**config.mk**
```make
export PLATFORM = sky130hd
export DESIGN_NAME = udsc_core
export DESIGN_NICKNAME = d
export VERILOG_FILES = /design/src/core/udsc_pkg.sv /design/src/core/udsc_core.sv
export SDC_FILE = /design/constraint.sdc
export NUM_CORES = 1
export LEC_CHECK = 0
export ABC_AREA = 1
export BUFFER_PORTS_ARGS = -buffer_cell sky130_fd_sc_hd__buf_4
export CAP_MARGIN = 10
export CORE_MARGIN = 2
export CORE_UTILIZATION = 45
export DETAILED_ROUTE_END_ITERATION = 6
export GPL_ROUTABILITY_DRIVEN = 0
export PLACE_DENSITY = 0.61
export SYNTH_ARGS = -nofsm -noshare
export SYNTH_HDL_FRONTEND = slang
export SYNTH_SLANG_ARGS = --single-unit
```
**constraint.sdc**
```tcl
create_clock -name mclk -period 3.6 [get_ports mclk]
set_input_delay 0.72 -clock mclk [delete_from_list [all_inputs] [get_ports mclk]]
set_output_delay 0.72 -clock mclk [all_outputs]
set_load 0.02 [all_outputs]
```
**src/core/udsc_pkg.sv**
```systemverilog
package udsc_pkg;
    // management register addresses
    localparam logic [4:0] REG_CTRL2 = 5'h13;
    localparam logic [4:0] REG_CTRL3 = 5'h14;
    // values after reset when no persistent copy is valid
    localparam logic [15:0] CTRL2_RST = 16'h0000;
    localparam logic [15:0] CTRL3_RST = 16'h0000;
    // bits kept in the persistent copy: ctrl2 [9:8] and [1:0]
    localparam logic [15:0] CTRL2_NV_MASK = 16'h0303;
    // whole ctrl3 is kept except the manual entry bit, so a wake reset cannot re-enter
    localparam logic [15:0] CTRL3_NV_MASK = 16'hFFDF;
    // field positions in ctrl2
    localparam int CTRL2_HI_THRESH_BIT = 15;
    localparam int CTRL2_SLOW_OSC_BIT = 0;
    // clock rate and energy-loss delays
    localparam int CLK_MHZ = 200;
    localparam int DLY_MIN_NS = 1000;
    localparam int DLY_LONG_NS = 20000;
    localparam int DLY_MIN_CYC = (DLY_MIN_NS * CLK_MHZ + 999) / 1000;
    localparam int DLY_LONG_CYC = (DLY_LONG_NS * CLK_MHZ + 999) / 1000;
    localparam int DLY_W = 12;
    // management frame shape
    localparam logic [5:0] PRE_ONES = 6'h20;
    localparam logic [3:0] HDR_LAST = 4'hC;
    localparam logic [3:0] DATA_LAST = 4'hF;
    localparam logic [1:0] OP_RD = 2'h2;
    localparam logic [1:0] OP_WR = 2'h1;

    // management frame receiver states
    typedef enum logic [2:0] {
        ST_PRE = 3'b000,
        ST_HDR = 3'b001,
        ST_TA = 3'b010,
        ST_WR = 3'b011,
        ST_RD = 3'b100
    } udsc_mdio_e;

    // layout of the third front-end control register
    typedef struct packed {
        logic [8:0] rsvd;
        logic method_host;
        logic manual_sleep;
        logic nv_en;
        logic sleep_en;
        logic rx_term_dis;
        logic long_delay;
        logic det_active_low;
    } udsc_ctrl3_s;
endpackage

```
**src/core/udsc_core.sv**
```systemverilog
`timescale 1ns/10ps
module udsc_core
    import udsc_pkg::*;
(
    input wire logic mclk, // 200 MHz system clock
    input wire logic srst, // hardware reset, synchronous, active high
    input wire logic por, // power-on reset, clears the persistent copy
    input wire logic [4:0] phy_addr, // strapped management address (pins)
    input wire logic mdc, // management clock pin
    input wire logic mdio_in, // management data pin level
    output logic mdio_out, // management data driven value
    output logic mdio_oe_n, // low while this block drives the data pin
    input wire logic cable_energy, // energy seen on the cable (analogue side)
    output logic energy_detect_out, // energy-detect pin
    output logic deep_sleep, // deepest standby power-down request
    output logic hi_thresh_en, // high threshold comparator enable
    output logic slow_osc_sel, // slow oscillator replaces the normal clock
    output logic nv_copy_en, // persistent copy enabled
    output logic rx_term_dis // receive termination disabled
);
    // pin synchronisers; first stages feed only second stages
    logic mdc_s1_r, mdc_s2_r, mdc_s3_r;
    logic mdio_s1_r, mdio_s2_r;
    logic nrg_s1_r, nrg_s2_r;
    logic [4:0] pad_s1_r, pad_s2_r;

    // management frame receiver
    udsc_mdio_e st_r; // receiver state
    logic [5:0] ones_r; // consecutive preamble ones, saturating
    logic [3:0] cnt_r; // bit counter inside a field
    logic [12:0] hdr_r; // start bit, opcode, address, register
    logic [15:0] sh_r; // data shift register
    logic wr_stb_r; // one-cycle write strobe to the register file
    logic [4:0] wr_reg_r; // register being written
    logic [15:0] wr_dat_r; // data being written

    // registers and persistent copy
    logic [15:0] ctrl2_r;
    udsc_ctrl3_s ctrl3_r;
    logic [15:0] nv2_r, nv3_r; // persistent copies, kept across srst
    logic nv_valid_r; // a copy was enabled before the reset

    // energy detection and standby
    logic det_r; // filtered energy present
    logic [DLY_W-1:0] dly_r; // energy-loss delay counter
    logic sleep_r; // latched deepest standby

    // decode of the received header
    wire logic mdc_rise = mdc_s2_r & ~mdc_s3_r;
    wire logic bit_in = mdio_s2_r;
    wire logic [1:0] hdr_op = hdr_r[11:10];
    wire logic addr_hit = (hdr_r[12] == 1'b1) && (hdr_r[9:5] == pad_s2_r);
    wire logic is_rd = addr_hit && (hdr_op == OP_RD);
    wire logic is_wr = addr_hit && (hdr_op == OP_WR);
    wire logic [15:0] ctrl3_bits = ctrl3_r;
    // unmapped registers read as zero
    wire logic [15:0] rd_data = (hdr_r[4:0] == REG_CTRL2) ? ctrl2_r :
                                (hdr_r[4:0] == REG_CTRL3) ? ctrl3_bits : 16'h0000;
    // restore values applied by a hardware reset
    wire logic [15:0] ctrl2_boot = nv_valid_r ? (nv2_r & CTRL2_NV_MASK) : CTRL2_RST;
    wire logic [15:0] ctrl3_boot = nv_valid_r ? (nv3_r & CTRL3_NV_MASK) : CTRL3_RST;
    // delay limit from loss of energy
    wire logic [DLY_W-1:0] dly_lim = ctrl3_r.long_delay ? DLY_W'(DLY_LONG_CYC - 1) :
                                     DLY_W'(DLY_MIN_CYC - 1);
    // entry condition for the deepest standby
    wire logic enter_sleep = ctrl3_r.sleep_en &&
                             (ctrl3_r.method_host ? ctrl3_r.manual_sleep : ~det_r);

    // two flip-flops on every pin input, a third on the clock pin for edge detection
    always_ff @(posedge mclk)
    begin
        mdc_s1_r <= mdc;
        mdc_s2_r <= mdc_s1_r;
        mdc_s3_r <= mdc_s2_r;
        mdio_s1_r <= mdio_in;
        mdio_s2_r <= mdio_s1_r;
        nrg_s1_r <= cable_energy;
        nrg_s2_r <= nrg_s1_r;
        pad_s1_r <= phy_addr;
        pad_s2_r <= pad_s1_r;
    end

    // management frame receiver, advanced on each synchronised clock rise;
    // the read bit changes just after a rise so the host sees it stable at the next
    always_ff @(posedge mclk)
    begin
        wr_stb_r <= 1'b0;
        if (srst)
        begin
            st_r <= ST_PRE;
            ones_r <= 6'h00;
            cnt_r <= 4'h0;
            hdr_r <= 13'h0000;
            sh_r <= 16'h0000;
            wr_reg_r <= 5'h00;
            wr_dat_r <= 16'h0000;
            mdio_out <= 1'b1;
            mdio_oe_n <= 1'b1;
        end
        else if (mdc_rise)
        begin
            case (st_r)
                ST_PRE:
                begin
                    // a zero after a full preamble is the first start bit
                    if (bit_in)
                        ones_r <= (ones_r == PRE_ONES) ? ones_r : ones_r + 6'h01;
                    else
                    begin
                        ones_r <= 6'h00;
                        if (ones_r == PRE_ONES)
                        begin
                            st_r <= ST_HDR;
                            cnt_r <= 4'h0;
                        end
                    end
                end
                ST_HDR:
                begin
                    hdr_r <= {hdr_r[11:0], bit_in};
                    cnt_r <= cnt_r + 4'h1;
                    if (cnt_r == HDR_LAST)
                    begin
                        st_r <= ST_TA;
                        cnt_r <= 4'h0;
                    end
                end
                ST_TA:
                begin
                    cnt_r <= cnt_r + 4'h1;
                    if (cnt_r == 4'h0)
                    begin
                        // second turnaround bit: drive zero on a read
                        if (is_rd)
                        begin
                            mdio_out <= 1'b0;
                            mdio_oe_n <= 1'b0;
                        end
                    end
                    else if (is_rd)
                    begin
                        mdio_out <= rd_data[15];
                        sh_r <= {rd_data[14:0], 1'b0};
                        st_r <= ST_RD;
                        cnt_r <= 4'h0;
                    end
                    else if (is_wr)
                    begin
                        st_r <= ST_WR;
                        cnt_r <= 4'h0;
                    end
                    else
                        // other address or opcode: ignore the frame
                        st_r <= ST_PRE;
                end
                ST_RD:
                begin
                    cnt_r <= cnt_r + 4'h1;
                    if (cnt_r == DATA_LAST)
                    begin
                        mdio_out <= 1'b1;
                        mdio_oe_n <= 1'b1;
                        st_r <= ST_PRE;
                    end
                    else
                    begin
                        mdio_out <= sh_r[15];
                        sh_r <= {sh_r[14:0], 1'b0};
                    end
                end
                ST_WR:
                begin
                    sh_r <= {sh_r[14:0], bit_in};
                    cnt_r <= cnt_r + 4'h1;
                    if (cnt_r == DATA_LAST)
                    begin
                        wr_stb_r <= 1'b1;
                        wr_reg_r <= hdr_r[4:0];
                        wr_dat_r <= {sh_r[14:0], bit_in};
                        st_r <= ST_PRE;
                    end
                end
                default:
                    st_r <= ST_PRE;
            endcase
        end
    end

    // register file; hardware reset reloads from the persistent copy if valid
    always_ff @(posedge mclk)
    begin
        if (srst)
        begin
            ctrl2_r <= ctrl2_boot;
            ctrl3_r <= ctrl3_boot;
        end
        else if (wr_stb_r && (wr_reg_r == REG_CTRL2))
            ctrl2_r <= wr_dat_r;
        else if (wr_stb_r && (wr_reg_r == REG_CTRL3))
            ctrl3_r <= wr_dat_r;
    end

    // persistent copy: only power-on clears it, so it survives the wake reset;
    // it tracks the live registers while the enable bit is set
    always_ff @(posedge mclk)
    begin
        if (por)
        begin
            nv2_r <= 16'h0000;
            nv3_r <= 16'h0000;
            nv_valid_r <= 1'b0;
        end
        else
        begin
            nv_valid_r <= ctrl3_r.nv_en;
            if (ctrl3_r.nv_en)
            begin
                nv2_r <= ctrl2_r & CTRL2_NV_MASK;
                nv3_r <= ctrl3_bits;
            end
        end
    end

    // energy filter: drops only after energy stays absent for the chosen delay;
    // starts as present so a restored automatic mode waits before sleeping
    always_ff @(posedge mclk)
    begin
        if (srst)
        begin
            det_r <= 1'b1;
            dly_r <= '0;
        end
        else if (nrg_s2_r)
        begin
            det_r <= 1'b1;
            dly_r <= '0;
        end
        else if (det_r)
        begin
            if (dly_r >= dly_lim)
                det_r <= 1'b0;
            else
                dly_r <= dly_r + DLY_W'(1);
        end
    end

    // standby latch: nothing but the hardware reset clears it
    always_ff @(posedge mclk)
    begin
        if (srst)
            sleep_r <= 1'b0;
        else if (enter_sleep)
            sleep_r <= 1'b1;
    end

    // registered outputs
    always_ff @(posedge mclk)
    begin
        if (srst)
            energy_detect_out <= 1'b1;
        else
            // forced true while the mode is off, then polarity applied
            energy_detect_out <= (ctrl3_r.sleep_en ? det_r : 1'b1)
                                 ^ ctrl3_r.det_active_low;
    end

    // control bits driven straight from the register flops
    assign hi_thresh_en = ctrl2_r[CTRL2_HI_THRESH_BIT];
    assign slow_osc_sel = ctrl2_r[CTRL2_SLOW_OSC_BIT];
    assign nv_copy_en = ctrl3_r.nv_en;
    assign rx_term_dis = ctrl3_r.rx_term_dis;
    assign deep_sleep = sleep_r;
endmodule

```
==> out/results.tsv <==
stage	metric	value	unit
timing	worst_slew_pin_slew	863.0	ps
timing	final-max-slew-violation-count	0	
final_layout	final_cells	956	
synthesis	syn_avg_cell_area	8.483	um^2
clock_tree	cts.htree.levels	4	
place	post_dp_cell_area	0.006649	mm^2
timing	period_needed	2403	ps
grt	grt_max_degree	46	
clock_tree	cts-root-to-sink-buffers	2	
power_and_ir_drop	power_density	500.2	mW/mm^2
power_and_ir_drop	static-leakage-power	2.840	nW
grt	number_of_global_route_vias_before_repair	4672	
synthesis	postSynthNetCount	772	
worst_setup_path	critPathRequiredTime	3920	ps
timing	finalWorstSetupSlack	1197	ps
place	dpl.cell_count	924	
final_layout	final_common_cell	dfxtp_1	
floorplanning	design.core.area	0.01383	mm^2
floorplanning	die_h	122.8	um
final_layout	finalInstanceArea	0.007232	mm^2
worst_setup_path	critical_path.max_fanout	13	
synthesis	synth_async_sr_flop_share	0	%
run	maxCapViolCount	0	
clock_tree	cts_setup_buffers	0	
floorplanning	initial_core_util	45.95	%
floorplanning	std_cell_rows	43	
final_layout	multi_input_gate_area	0.002486	mm^2
worst_setup_path	worst_setup_path_end_kind	flop	
timing	clock_skew	10.47	ps
place	placement.io_buffers	18	
routing	routed_via_density	5.176	
worst_setup_path	cpLargestDelayFamily	buffers and inverters	
synthesis	netlist_area_pre_place	0.006354	mm^2
synthesis	yosysSeqAreaShare	52.30	%
synthesis	synth_edf_count	32	
grt	initial_antenna_violation_count	0	
routing	initialDrtViolationCount	398	
timing	fmax	416.1	MHz
clock_tree	cts.root.buffer_cell	clkbuf_16	
clock_tree	cts-buffers-inserted	17	
synthesis	gate_count_of_the_mapped_netlist	749	
synthesis	synth_area_leader_cell	dfxtp_1	
clock_tree	cts_tree	built	
power_and_ir_drop	vdd_ir_drop_max	0.0003428	V
clock_tree	total_of_cells_resized_after_clock_tree_synthesis	0	
synthesis	total_of_warnings_raised_by_yosys	0	
synthesis	yosys_register_bits	150	
final_layout	drive_gt1_share	13.02	%
routing	postRouteAntennaNets	0	
grt	groute.usage.overall	19.30	%
timing	finalSetupViolCount	0	
floorplanning	die_w	122.8	um
worst_setup_path	worst_setup_path_category	flop to flop	
synthesis	synth.area.top_cells	dfxtp_1 (37%), edfxtp_1 (15%), inv_1 (6.3%)	
place	dp_worst_setup_slack	1124	ps
final_layout	register_area	0.003323	mm^2
worst_setup_path	timing.critical_path.arrival	2720	ps
place	detailed_placement_wirelength_estimate	8864	um
timing	timing.max_slew.rel_slack	42.41	%
routing	topRoutingLayerUsed	met4	
grt	grt.overflow.total	0	
floorplanning	pin_count	19	
clock_tree	cts_sinks	150	
routing	drc	0	
clock_tree	clkTransAtPathRegs	60	ps
final_layout	synthToLayoutAreaGrowth	13.82	%
routing	number_of_detailed_routing_iterations_run_before_antenna_repair	5	
status	status	completed	
timing	finalSetupTns	0	ps
worst_setup_path	critPathMaxStageDelay	410	ps
routing	met3RoutedLength	773	um
timing	final_hold_vio_count	0	
hold_path	worst_hold_path_class	flop to flop	
timing	finalCritPeriodShare	66.76	%
synthesis	synthFlopType	dfxtp_1	
synthesis	synth_cell_type_count	36	
routing	routed_wl	13320	um
clock_tree	holdBufCountCts	0	
floorplanning	die-area	0.01509	mm^2
routing	num_vias	4948	
final_layout	mostFrequentLayoutCells	dfxtp_1 (118), inv_1 (107), nor2_1 (102), nand2_1 (99), a21oi_1 (66)	
final_layout	num-fill-cells	1270	
worst_setup_path	worst_setup_path_start_kind	flop	
clock_tree	clk-insertion-delay-late	430	ps
final_layout	finalNetCount	786	
worst_setup_path	crit_chain	inv_1, ha_1, a21oi_1, o21ai_0, a21oi_1, nand3_1, inv_1, nand3_1, nand2_1, nor2_1	
synthesis	synthDominantCellAreaShare	37.18	%
worst_setup_path	timing.critical_path.buf_inv	2	
grt	global_route_wire_length_before_repair	22590	um
routing	routedLengthMet1	6367	um
routing	met2WireLength	6022	um
worst_setup_path	crit_path_top_delay_cell	inv_1	
final_layout	antenna_cells_inserted	0	
timing	rsz0062_at_grt	no	
routing	route.detailed.wl_per_inst	13.94	um
-- cells by family (layout without fill, tap and decap cells) --
logic type,after synthesis,in the layout,share of synthesized area [%]
adder cells (fa/ha/maj),12,12,2.363
AO/OA/AOI/OAI,176,176,18.02
XOR/XNOR,5,5,0.6892
AND/OR/NAND/NOR,264,264,17.82
buffers and inverters,142,169,8.803
flip-flops,150,150,52.30
-- Yosys cell counts (all sizes together) (2+ instances only) --
cell type and number:
a211oi 23, o21ai 35, xor2 4, nor2 105, nand3 36, inv 111
buf 12, dfxtp 118, o41ai 2, a31o 13, nand4 8, nor3 11
ha 12, edfxtp 32, a21oi 71, a22oi 4, a2bb2oi 12, clkbuf 19
nand2 102, o22ai 16
-- state kept, by name, indices dropped and copies added (netlist names), 3 cells and up --
signal      flops
ctrl3_bits     14
dly_r          12
hdr_r          13
nv3_r          15
ones_r          6
pad_s1_r        5
wr_reg_r        5
wr_dat_r       16
sh_r           16
pad_s2_r        5
cnt_r           4
st_r            3
ctrl2_r        16
nv2_r           4
-- cell type report --
| class | count | area share [%] |
|---|---|---|
| clock buffer | 24 | 7.111 |
| clock inverter | 8 | 0.9516 |
| inverter | 111 | 5.796 |
| multi-input combinational | 457 | 34.38 |
| sequential | 150 | 45.95 |
| tap | 180 | 3.114 |
| timing repair buffer | 26 | 2.699 |
-- metrics by stage --
step,util [%],hold WS (ps),total power [mW]
after floorplan,-,309.6,1.884
after global placement,48.09,310.6,1.921
after detailed placement,48.09,313.2,1.926
after CTS,52.30,327.0,3.652
after global routing,52.30,334.7,3.740
final,52.30,324.6,3.617
-- per-layer routing --
| metal | GRT usage, % | vias up |
|---|---|---|
| li1 | - | 2522 |
| met1 | 26.28 | 2293 |
| met2 | 29.59 | 114 |
| met3 | 5.158 | 19 |
| met4 | 6.681 | 0 |
| met5 | 0 | - |
-- where the power goes --
| group | switching, mW | leakage [nW] | internal [mW] |
|---|---|---|---|
| logic | 0.0734 | 1.25 | 0.0373 |
| registers | 0.0219 | 1.29 | 1.76 |
| clock network | 0.665 | 0.294 | 1.06 |
-- final timing paths --
kind | start | endpoint | slack [ps] | cells after the start
worst max-delay path | ctrl3_bits[1] | dly_r[6] | 1200 | 10
worst min register to register | pad_s1_r[1] | pad_s2_r[1] | 320 | 0
worst max register to register | ctrl3_bits[1] | dly_r[6] | 1200 | 10
worst min-delay path | pad_s1_r[1] | pad_s2_r[1] | 320 | 0
No activity file was read; power rests on OpenSTA's default activity.
